<file path="src/mpr_consts.svh">
// Constants for the multipurpose register readout block.
`ifndef MPR_CONSTS_SVH
`define MPR_CONSTS_SVH
`define MR_SEL_MR0          3'h0
`define MR_SEL_MR1          3'h1
`define MR_SEL_MR2          3'h2
`define MR_SEL_MR3          3'h3
`define MR_SEL_MR5          3'h5
`define MR_SEL_MR6          3'h6
`define MR3_MPR_EN_BIT      2
`define MR3_GEARDOWN_BIT    3
`define MR3_PAGE_LSB        0
`define MR3_FMT_LSB         11
`define MR0_BL_LSB          0
`define MR5_RDBI_BIT        12
`define FMT_SERIAL          2'h0
`define FMT_PARALLEL        2'h1
`define FMT_STAGGERED       2'h2
`define PAGE0_LOC0_RESET    8'h55
`define PAGE0_LOC1_RESET    8'h33
`define PAGE0_LOC2_RESET    8'h0f
`define PAGE0_LOC3_RESET    8'h00
`define BC4_UPPER_BIT       2
`define BURST_LEN           4'h8
`define BC4_LEN             4'h4
`define RL_MAX              6'h3f
`define FIFO_DEPTH          8
`endif

</file>
<file path="src/mpr_fifo.sv">
// The read FIFO module is defined in sdram_mpr_readout.sv beside the block that uses it.

</file>
<file path="src/mpr_pkg.sv">
// Types shared by the multipurpose register readout block.
package mpr_pkg;
  typedef struct packed {
    logic [1:0] loc;
    logic       upper_half;
    logic       chop4;
    logic [7:0] lane0;
    logic [7:0] lane1;
    logic [7:0] lane2;
    logic [7:0] lane3;
  } burst_s;
  typedef struct packed {
    logic [2:0]  sel;
    logic [17:0] addr;
  } mr_write_s;
  typedef struct packed {
    logic [1:0]  ba;
    logic [1:0]  bg;
    logic [17:0] addr;
  } read_cmd_s;
  typedef enum logic [1:0] {
    ST_IDLE  = 2'b00,
    ST_DRIVE = 2'b01
  } out_state_e;
endpackage

</file>
<file path="src/sdram_mpr_readout.sv">
// Multipurpose register page readout for the DRAM command path.
`timescale 1ns/100ps
`include "mpr_consts.svh"

// Overview of operation
// Fixed BL8 or BC4 only, no on-the-fly.
// Ignore read inversion setting in MPR mode.
// BC4 start column only 000 or 100.
// Page 0 defaults at reset, writable, retained.
// Page 0 reads allow short or long spacing.
// Pages 1-3 reads need long spacing.
// Lock DLL, precharge all before entry.
// Mode register 3 enables, formats, selects page.
// Wait set and update delays before reads.
// Reads redirected; bank address picks location.
// BL8 with burst field 01 needs A12 high.
// A2 selects burst order and half.
// A1:A0 zero; other address bits ignored.
// Burst after AL plus CL in format.
// Wait recovery, then clear enable bit.
// After update delay, normal commands resume.
// Page 2 location 0 bits 4:3 temperature.
// Only limited commands while MPR enabled.
// Only 1x refresh; no power-down.
// Pages 1-3 unchanged by MPR writes.
module sdram_mpr_readout (
  input  wire logic                 mclk,
  input  wire logic                 rst,
  input  wire mpr_pkg::mr_write_s   mr_wr,
  input  wire logic                 mr_wr_valid,
  input  wire mpr_pkg::read_cmd_s   rd_cmd,
  input  wire logic                 rd_cmd_valid,
  output logic                      rd_cmd_ready,
  input  wire logic [1:0]           mpr_wr_loc,
  input  wire logic [7:0]           mpr_wr_data,
  input  wire logic                 mpr_wr_valid,
  input  wire logic [4:0]           additive_lat,
  input  wire logic [5:0]           cas_lat,
  input  wire logic [1:0]           temp_status,
  input  wire logic [1:0]           crc_par_status,
  input  wire logic [7:0]           err_addr_low,
  input  wire logic [7:0]           err_addr_high,
  input  wire logic [7:0]           err_cmd_bits,
  input  wire logic [2:0]           err_par_latency,
  input  wire logic                 hppr_support,
  input  wire logic                 sppr_support,
  input  wire logic [3:0]           max_activate_count_field,
  output logic                      mpr_mode,
  output logic                      rdbi_effective,
  output logic [15:0]               dq_out,
  output logic                      dq_oe,
  output logic                      burst_active
);
  import mpr_pkg::*;

  logic [17:0] mr0_reg, mr0_next, mr1_reg, mr1_next, mr2_reg, mr2_next;
  logic [17:0] mr3_reg, mr3_next, mr5_reg, mr5_next, mr6_reg, mr6_next;
  logic [7:0]  pat_reg [4];
  logic [7:0]  pat_next [4];
  logic [1:0]  page, fmt;
  logic [6:0]  read_lat;
  logic [7:0]  loc_val [4];

  // Each location returns its byte with bit 7 first in the burst.
  function automatic logic [7:0] lane_byte(input logic [7:0] v);
    lane_byte = v;
  endfunction

  assign mpr_mode = mr3_reg[`MR3_MPR_EN_BIT];
  assign page     = mr3_reg[`MR3_PAGE_LSB +: 2];
  assign fmt      = mr3_reg[`MR3_FMT_LSB +: 2];
  assign read_lat = {2'b00, additive_lat} + {1'b0, cas_lat};
  // Read inversion is forced off while the MPR path owns the bus.
  assign rdbi_effective = mr5_reg[`MR5_RDBI_BIT] && !mpr_mode;

  always_comb
  begin
    mr0_next = mr0_reg;
    mr1_next = mr1_reg;
    mr2_next = mr2_reg;
    mr3_next = mr3_reg;
    mr5_next = mr5_reg;
    mr6_next = mr6_reg;
    if (mr_wr_valid)
    begin
      case (mr_wr.sel)
        `MR_SEL_MR0: mr0_next = mr_wr.addr;
        `MR_SEL_MR1: mr1_next = mr_wr.addr;
        `MR_SEL_MR2: mr2_next = mr_wr.addr;
        `MR_SEL_MR3: mr3_next = mr_wr.addr;
        `MR_SEL_MR5: mr5_next = mr_wr.addr;
        `MR_SEL_MR6: mr6_next = mr_wr.addr;
        default:     mr0_next = mr0_reg;
      endcase
    end
  end

  always_ff @(posedge mclk)
  begin
    if (rst)
    begin
      mr0_reg <= '0;
      mr1_reg <= '0;
      mr2_reg <= '0;
      mr3_reg <= '0;
      mr5_reg <= '0;
      mr6_reg <= '0;
    end
    else
    begin
      mr0_reg <= mr0_next;
      mr1_reg <= mr1_next;
      mr2_reg <= mr2_next;
      mr3_reg <= mr3_next;
      mr5_reg <= mr5_next;
      mr6_reg <= mr6_next;
    end
  end

  // Only page 0 is writable; writes aimed at other pages are dropped.
  always_comb
  begin
    for (int i = 0; i < 4; i++)
      pat_next[i] = pat_reg[i];
    if (mpr_wr_valid && mpr_mode && page == 2'h0)
      pat_next[mpr_wr_loc] = mpr_wr_data;
  end

  always_ff @(posedge mclk)
  begin
    if (rst)
    begin
      pat_reg[0] <= `PAGE0_LOC0_RESET;
      pat_reg[1] <= `PAGE0_LOC1_RESET;
      pat_reg[2] <= `PAGE0_LOC2_RESET;
      pat_reg[3] <= `PAGE0_LOC3_RESET;
    end
    else
    begin
      for (int i = 0; i < 4; i++)
        pat_reg[i] <= pat_next[i];
    end
  end

  // Page contents as seen by a read, built from live state.
  always_comb
  begin
    loc_val[0] = '0;
    loc_val[1] = '0;
    loc_val[2] = '0;
    loc_val[3] = '0;
    case (page)
      2'h0:
      begin
        for (int i = 0; i < 4; i++)
          loc_val[i] = pat_reg[i];
      end
      2'h1:
      begin
        loc_val[0] = err_addr_low;
        loc_val[1] = err_addr_high;
        loc_val[2] = err_cmd_bits;
        loc_val[3] = {crc_par_status, 1'b0, err_par_latency[2], 1'b0, err_par_latency[1:0], 1'b0};
      end
      2'h2:
      begin
        loc_val[0] = {hppr_support, sppr_support, mr2_reg[11], temp_status,
                      mr2_reg[12], mr2_reg[10:9]};
        loc_val[1] = {mr6_reg[6], mr6_reg[5:0], mr3_reg[`MR3_GEARDOWN_BIT]};
        loc_val[2] = {mr0_reg[6:4], mr0_reg[2], mr0_reg[12], mr2_reg[5:3]};
        loc_val[3] = {mr1_reg[10:8], mr5_reg[8:6], mr1_reg[2:1]};
      end
      default:
      begin
        loc_val[3] = {4'h0, max_activate_count_field};
      end
    endcase
  end

  // Read capture: each read accepted while MPR mode is on becomes a burst descriptor.
  burst_s      cap;
  logic        fifo_in_ready, fifo_out_valid, fifo_out_ready;
  burst_s      fifo_out;
  logic [6:0]  lat_cnt_reg, lat_cnt_next;
  logic [3:0]  ui_reg, ui_next;
  out_state_e  st_reg, st_next;
  logic [15:0] dq_next;
  logic        oe_next;
  logic [1:0]  loc_sel;
  logic [2:0]  bit_ui;
  logic [7:0]  src;

  always_comb
  begin
    // Bank address alone picks the location; bank group, A10 and the rest are ignored.
    loc_sel        = rd_cmd.ba;
    cap.loc        = loc_sel;
    // Burst-chop is fixed from mode register 0, never taken from A12.
    cap.chop4      = (mr0_reg[`MR0_BL_LSB +: 2] == 2'h2);
    cap.upper_half = cap.chop4 && rd_cmd.addr[`BC4_UPPER_BIT];
    cap.lane0      = lane_byte(loc_val[loc_sel]);
    cap.lane1      = lane_byte(loc_val[2'(loc_sel + 2'h1)]);
    cap.lane2      = lane_byte(loc_val[2'(loc_sel + 2'h2)]);
    cap.lane3      = lane_byte(loc_val[2'(loc_sel + 2'h3)]);
  end

  assign rd_cmd_ready = fifo_in_ready;

  mpr_fifo #(
    .WIDTH ($bits(burst_s)),
    .DEPTH (`FIFO_DEPTH)
  ) u_fifo (
    .mclk      (mclk),
    .rst       (rst),
    .in_data   (cap),
    .in_valid  (rd_cmd_valid && mpr_mode),
    .in_ready  (fifo_in_ready),
    .out_data  (fifo_out),
    .out_valid (fifo_out_valid),
    .out_ready (fifo_out_ready)
  );

  // Output sequencer: wait read latency, then drive one UI per cycle.
  assign fifo_out_ready = (st_reg == ST_DRIVE) &&
                          (ui_reg == (fifo_out.chop4 ? `BC4_LEN : `BURST_LEN) - 4'h1);

  always_comb
  begin
    st_next      = st_reg;
    lat_cnt_next = lat_cnt_reg;
    ui_next      = ui_reg;
    dq_next      = '0;
    oe_next      = 1'b0;
    bit_ui       = '0;
    src          = '0;
    case (st_reg)
      ST_IDLE:
      begin
        if (fifo_out_valid)
        begin
          if (lat_cnt_reg >= read_lat)
          begin
            st_next = ST_DRIVE;
            ui_next = '0;
          end
          else
            lat_cnt_next = 7'(lat_cnt_reg + 7'h1);
        end
      end
      ST_DRIVE:
      begin
        oe_next = 1'b1;
        for (int q = 0; q < 16; q++)
        begin
          // Serial repeats one byte; parallel repeats the selected location's bits; staggered rotates lanes.
          bit_ui = 3'(ui_reg) + (fifo_out.upper_half ? 3'h4 : 3'h0);
          src = fifo_out.lane0;
          if (fmt == `FMT_STAGGERED)
          begin
            case (q % 4)
              1:       src = fifo_out.lane1;
              2:       src = fifo_out.lane2;
              3:       src = fifo_out.lane3;
              default: src = fifo_out.lane0;
            endcase
          end
          if (fmt == `FMT_PARALLEL)
            dq_next[q] = src[3'(7 - (q % 8))];
          else
            dq_next[q] = src[3'(7) - bit_ui];
        end
        if (fifo_out_ready)
        begin
          st_next      = ST_IDLE;
          lat_cnt_next = '0;
        end
        else
          ui_next = 4'(ui_reg + 4'h1);
      end
      default:
        st_next = ST_IDLE;
    endcase
  end

  always_ff @(posedge mclk)
  begin
    if (rst)
    begin
      st_reg      <= ST_IDLE;
      lat_cnt_reg <= '0;
      ui_reg      <= '0;
      dq_out      <= '0;
      dq_oe       <= 1'b0;
    end
    else
    begin
      st_reg      <= st_next;
      lat_cnt_reg <= lat_cnt_next;
      ui_reg      <= ui_next;
      dq_out      <= dq_next;
      dq_oe       <= oe_next;
    end
  end

  assign burst_active = (st_reg == ST_DRIVE);
endmodule

// Small synchronous FIFO with valid and ready on both sides.
module mpr_fifo #(
  parameter int WIDTH = 8,
  parameter int DEPTH = 8
) (
  input  wire logic             mclk,
  input  wire logic             rst,
  input  wire logic [WIDTH-1:0] in_data,
  input  wire logic             in_valid,
  output logic                  in_ready,
  output logic      [WIDTH-1:0] out_data,
  output logic                  out_valid,
  input  wire logic             out_ready
);
  localparam int AW = $clog2(DEPTH);
  logic [WIDTH-1:0] mem [DEPTH];
  logic [AW-1:0]    wr_reg, wr_next, rd_reg, rd_next;
  logic [AW:0]      cnt_reg, cnt_next;
  logic             push, pop;

  assign in_ready  = (cnt_reg != DEPTH[AW:0]);
  assign out_valid = (cnt_reg != '0);
  assign out_data  = mem[rd_reg];
  assign push      = in_valid && in_ready;
  assign pop       = out_valid && out_ready;

  always_comb
  begin
    wr_next  = push ? AW'(wr_reg + 1'b1) : wr_reg;
    rd_next  = pop ? AW'(rd_reg + 1'b1) : rd_reg;
    cnt_next = cnt_reg + {{AW{1'b0}}, push} - {{AW{1'b0}}, pop};
  end

  always_ff @(posedge mclk)
  begin
    if (rst)
    begin
      wr_reg  <= '0;
      rd_reg  <= '0;
      cnt_reg <= '0;
    end
    else
    begin
      wr_reg  <= wr_next;
      rd_reg  <= rd_next;
      cnt_reg <= cnt_next;
    end
  end

  always_ff @(posedge mclk)
  begin
    if (push)
      mem[wr_reg] <= in_data;
  end
endmodule

</file>
<file path="config.mk">
export PLATFORM = sky130hd
export DESIGN_NAME = sdram_mpr_readout
export DESIGN_NICKNAME = d
export VERILOG_FILES = /design/src/mpr_fifo.sv /design/src/mpr_pkg.sv /design/src/sdram_mpr_readout.sv
export VERILOG_INCLUDE_DIRS = /design/src
export SDC_FILE = /design/constraint.sdc
export NUM_CORES = 1
export LEC_CHECK = 0
export BUFFER_PORTS_ARGS = -buffer_cell sky130_fd_sc_hd__buf_2
export CAP_MARGIN = 20
export CORE_MARGIN = 3
export CORE_UTILIZATION = 55
export DETAILED_ROUTE_END_ITERATION = 6
export PLACE_DENSITY = 0.74
export SLEW_MARGIN = 10
export SYNTH_ARGS = -nofsm -noshare
export SYNTH_HDL_FRONTEND = slang
export SYNTH_SLANG_ARGS = --single-unit
</file>
<file path="constraint.sdc">
create_clock -name mclk -period 8.4 [get_ports mclk]
set_input_delay 1.68 -clock mclk [delete_from_list [all_inputs] [get_ports mclk]]
set_output_delay 1.68 -clock mclk [all_outputs]
set_load 0.05 [all_outputs]
</file>
### Yosys cells after proc, flatten, opt, wreduce, memory -nomap -nowiden

Memory sizes are Yosys's and may differ from the RTL's. A register that Yosys moved wholly into a read port is not among the register bits.
Index checks and enable logic that the tools add are counted.

* flip-flop bits (word level): 110
* latch bits: 0
* memory bits (writable): 320
* ROM bits: 0
* input bits: 106
* output and inout bits: 21
* logic and storage cells: 157
* memories kept: 2

* add/sub/neg operators: 13
* multipliers: 0
* div/mod/pow operators: 0
* $lt $le $gt $ge: 8
* eq/ne operators: 18
* shift-type cells: 0
* muxes and demuxes: 67
* bitwise logic cells: 10
* reductions and logical operators: 25

Memory list
* u_fifo.mem: words 8, bits a word 36, rd ports 1, clocked after memory_dff 1, wr ports 1, RTL line sdram_mpr_readout.sv:323 `logic [WIDTH-1:0] mem [DEPTH];`
* pat_reg: words 4, bits a word 8, rd ports 4, clocked after memory_dff 0, wr ports 4, RTL line sdram_mpr_readout.sv:58 `logic [7:0] pat_reg [4];`

Operators with widths (number)
* 8-bit 2-to-1 mux: 20
* 24-bit one-hot mux with 3 select lines: 1
* 8-bit binary-select mux with 2-bit select: 4
* 32-bit bitwise mux: 1
* 32-bit 2-to-1 mux: 1
* 8-bit one-hot mux with 3 select lines: 1
* 7-bit 2-to-1 mux: 3
* 1-bit 2-to-1 mux: 18
* 8-bit demux with 2-bit select: 1
* 4-bit 2-to-1 mux: 4
* 3-bit greater-or-equal comparator, second input constant: 5
* 2-bit inverter with 3-bit output: 5
* 7-bit one-hot mux with 2 select lines: 1
* 1-bit binary-select mux with 3-bit select: 4
* 2-bit AND reduction: 6
* 1-bit logical AND: 9
* 3-bit 2-to-1 mux: 3
* 4-bit one-hot mux with 2 select lines: 1
* 4-bit AND reduction: 2
* 5-bit by 6-bit adder with 7-bit output: 1
* 7-bit by 1-bit adder with 7-bit output, second input constant: 1
* 7-bit greater-or-equal comparator: 1
* 3-bit by 1-bit adder with 3-bit output, second input constant: 2
* 2-bit by 1-bit equality test with 1-bit output, second input constant: 3
* other kinds (29): 43

### Depth between registers and ports, before layout

* depth after elaboration: 8
* gate-level depth with buffers: 14
* gate-level depth less buffers: 13

### Modules after synthesis

From an unflattened synthesis, not the netlist that was laid out.

* cells, all modules: 1162
* area total of the unflattened synthesis: 17433.0 um^2

By module, submodules not included
* mpr_fifo: instances 1, cells an instance 496, area an instance 11798.8 um^2, sequential area each 8908.5 um^2
* sdram_mpr_readout: instances 1, cells an instance 666, area an instance 5634.2 um^2, sequential area each 1781.7 um^2

### Worst setup path before layout

No wires, ideal clock.

* kind: input to register
* start point: input rd_cmd_valid
* end point: memory u_fifo.mem[0][0] (netlist name), enable pin
* library setup time: 0.511 ns
* data arrival time: 5.146 ns
* data required time: 7.889 ns
* setup slack: 2.743 ns
* cell stages on the path: 2
* path buffers: 0
* cells stage by stage: nand3_1 -> nor4_1

* word-level cells in the longest chain between the ends: 4

RTL lines
* from (decl): RTL line sdram_mpr_readout.sv:32 `input wire logic rd_cmd_valid,`
* 1-bit logical AND: RTL line sdram_mpr_readout.sv:216 `.in_valid (rd_cmd_valid && mpr_mode),`
* 1-bit logical AND: RTL line sdram_mpr_readout.sv:331 `assign push = in_valid && in_ready;`
* 1-bit 2-to-1 mux: RTL line sdram_mpr_readout.sv:359 `if (push)`
* 1-bit 2-to-1 mux (implied by the code): RTL line sdram_mpr_readout.sv:360 `mem[wr_reg] <= in_data;`
* to (decl): RTL line sdram_mpr_readout.sv:323

Every way passes these cells.

### Worst setup path after layout

* start point: input additive_lat[0]
* end point: register lat_cnt_reg[5]

* word-level cells in the longest chain between the ends: 4

RTL lines
* from (decl): RTL line sdram_mpr_readout.sv:37 `input wire logic [4:0] additive_lat,`
* 5-bit by 6-bit adder with 7-bit output: RTL line sdram_mpr_readout.sv:72 `assign read_lat = {2'b00, additive_lat} + {1'b0, cas_lat};`
* 7-bit greater-or-equal comparator: RTL line sdram_mpr_readout.sv:241 `if (lat_cnt_reg >= read_lat)`
* 2-bit inequality test (no source line)
* 4-bit AND reduction (no source line)
* to (signal assigned): RTL line sdram_mpr_readout.sv:298 `lat_cnt_reg <= lat_cnt_next;`
* to (decl): RTL line sdram_mpr_readout.sv:184 `logic [6:0] lat_cnt_reg, lat_cnt_next;`

Every way passes these cells.
A chain may end at the register's enable or synchronous reset.

==> impl_metrics.tcl <==
set metrics [dict create \
    placed_area_mm2 0.01726 \
    netlist_area_mm2 0.01648 \
    rows 62 \
    ir_worst_vdd_v 0.0001452 \
    route.detailed.drc 0 \
    total_of_hold_buffers_inserted_after_clock_tree_synthesis 0 \
    first_global_vias 10110 \
    rsz0062_at_grt "false" \
    p_leak_nw 6.364 \
    post_drt_via_cell_ratio 5.954 \
    cp.required_ns 8.84 \
    synth.area.top_cells "edfxtp_1 (50%), dfxtp_1 (12%), mux2i_1 (11%)" \
    final-setup-viol-count 0 \
    ctsRootBufferMaster "clkbuf_16" \
    area.growth.synth_to_final_pct 12.18 \
    timing.slew.headroom_pct 30.36 \
    final_design_area_no_fill_mm2 0.01849 \
    flop_and_latch_count_out_of_synthesis 374 \
    drt_first_pass_iters 5 \
    ffs_w_async_s_r_synth_pct 0 \
    regToRegEndpoint "u_fifo.cnt_reg[2]" \
    timing.final.hold_violations 0 \
    drt.antenna.violating_nets 0 \
    cp-end-kind "register" \
    synth-edff-count 272 \
    htreeDepth 2 \
    syn_area_per_cell_um2 13.75 \
    number_of_buffer_cells_added_on_primary_ports 102 \
    pin_count_of_the_biggest_net_entering_global_routing 84 \
    drive_above_1_share_pct 19.22 \
    drt_iter0_drc 837 \
    routed_wire_length_per_instance_um 22.04 \
    clk_path_buf_depth 3 \
    post_synth_fa_ha_maj_area_fraction_pct 1.913 \
    synth-seq-area-share_pct 61.96 \
    path_class "input port to register" \
    synth_top_family_by_area "multiplexers" \
    synth_largest_type_area_fraction_pct 49.57 \
    synth_top_cells_by_count "edfxtp_1 (272), mux2i_1 (181), dfxtp_1 (102)" \
    die_w_um 179.1 \
    place_inst 1627 \
    report.power.total_mw 3.800 \
    multiplexer_share_of_the_synthesized_area_pct 17.83 \
    syn-instance-count 1198 \
    nets 1416 \
    clk_pin_slew_ns 0.06 \
    min_path_type "register to register" \
    floorplan.initialDensity_pct 56.65 \
    synth_largest_area_cell "edfxtp_1" \
    maxSlewViolCount 0 \
    die_height_um 179.1 \
    fin_tns_setup_ns 0 \
    final.hold.worst_slack_ns 0.4573 \
    cts_made_buffers 40 \
    cts_resized 0 \
    min_from "mr0_reg[2]" \
    synth-xor-area-share_pct 0.7441 \
    fin_crit_sh_pct 54.82 \
    grt_antenna_before_repair 1 \
    synth_flop_cell "edfxtp_1" \
    post_synth_and_or_nand_nor_area_fraction_pct 8.413 \
    yosysMostFrequentCell "edfxtp_1" \
    count_of_clock_tree_sinks 374 \
    grt_pass1_wl_mm 57.65 \
    finalCoreUtilization_pct 63.54 \
    floorplan.core_area_mm2 0.02909 \
    grt_overflow_total 0 \
    largest_register_ff_count 272 \
    hpwlAfterDp_mm 24.05 \
    vias 10120 \
    cts_tree "built" \
    finalWirelength_mm 37.47 \
    worst_clock_skew_ns 0.01258 \
    groute.usage.overall_pct 23.76 \
    cp.arrival_ns 5.04 \
    final_period_demand_of_the_worst_path_ns 4.605 \
    syn_nets 1328 \
    synth_compound_gate_area_share_pct 6.226 \
    ff2ff_path_depth 14 \
    place.gp.congestion 0.9078 \
    layout_cells_excl_fill 1700 \
    worst_hold_path.endpoint "mr0_reg[2]" \
    post-route-worst-setup-slack_ns 3.795 \
    synth.yosys.warnings 0 \
    detailedPlace.worstSlack_ns 3.305 \
    run_status "completed" \
    p_per_area_mw_per_mm2 205.6 \
    crit_path_max_fanout 11 \
    insertedDiodeCount 0 \
    io_pins 127 \
    die_area_mm2 0.03207 \
    yosysUniqueCellTypes 63 \
    setup_repair_bufs_after_cts 0 \
    cap_violations 0 \
    timing.critical_path.from_type "input port" \
    worstMarginPinSlew_ns 1.016 \
    maxClockFrequency_ghz 0.2172 \
    timing.hold.worst_path_depth 2 \
    worstSkewPairLatency_ns 0.52 \
    rrSetupSlack_ns 4.12 \
]
==> worst max-delay path, stage by stage <==
cell and delay [ns]:
buf_2 0.10, ha_1 0.21, fa_1 0.41, a21o_1 0.19
a21oi_1 0.23, nor2b_1 0.07, o21ai_0 0.15, ha_1 0.26
and3_1 0.20, a2111oi_1 0.65, a31oi_2 0.32, or3_1 0.41
a21oi_1 0.16
==> area by class of cell <==
cell class              count  area [um^2]
fillers                  2197        10610
flip-flops and latches    374        10220
multi-input cells         731         5839
clock buffers              48         1062
repair buffers            122        660.6
well taps                 384        480.5
clock inverters            24        158.9
inverters                  17        63.81
==> metal layers <==
metal / routed length, um / share of wire, % / vias to the layer above / GRT usage, %
li1: - / - / 4685 / -
met1: 16180 / 43 / 4975 / 33.48
met2: 17790 / 47 / 392 / 38.56
met3: 2569 / 6.9 / 67 / 4.066
met4: 922 / 2.5 / 2 / 6.572
met5: 7 / 0.019 / - / 0
==> cell usage in the layout (no fill, tap or decap), types with 3 or more instances in the layout <==
cell type	instances
a211o_1	5
a21o_1	3
a21oi_1	56
a22o_1	4
a22oi_1	30
a31oi_1	5
and2_1	6
buf_2	102
buf_4	19
clkbuf_1	6
clkbuf_16	41
clkinv_1	13
clkinv_2	4
clkinvlp_2	3
dfxtp_1	98
edfxtp_1	272
ha_1	22
inv_1	16
mux2_2	8
mux2i_1	181
mux4_2	46
nand2_1	84
nand2b_1	7
nand3_1	31
nand3b_1	12
nand4_1	5
nand4b_1	3
nor2_1	93
nor2_4	3
nor2b_1	18
nor3_1	9
nor3_2	4
o21ai_0	32
o22ai_1	5
or3_1	8
xnor2_1	6
xor2_1	8
==> cell families after synthesis <==
family | after synthesis
compound gates | 162
xor+xnor | 14
fa+ha+maj | 24
buf+inv | 93
flops | 374
mux | 235
simple gates | 296
==> power breakdown <==
group | leakage, nW | internal (mW) | total, mW | switching, mW
clock | 0.584 | 0.958 | 1.64 | 0.683
combinational | 2.49 | 0.0542 | 0.157 | 0.103
sequential | 3.29 | 2.00 | 2.00 | 0.00399
==> worst max-delay path by stage <==
stage                    startpoint                to  cells after the start  slack, ns
detailed placement  additive_lat[0]    lat_cnt_reg[5]                     13       3.30
global placement    additive_lat[0]    lat_cnt_reg[3]                     13       3.33
finish              additive_lat[0]    lat_cnt_reg[5]                     13       3.80
floorplan              rd_cmd_valid  u_fifo.mem[0][0]                      2       2.74
CTS                 additive_lat[0]    lat_cnt_reg[4]                     13       3.81
global route        additive_lat[0]    lat_cnt_reg[4]                     13       3.39
Power figures use the tool's default switching activity.
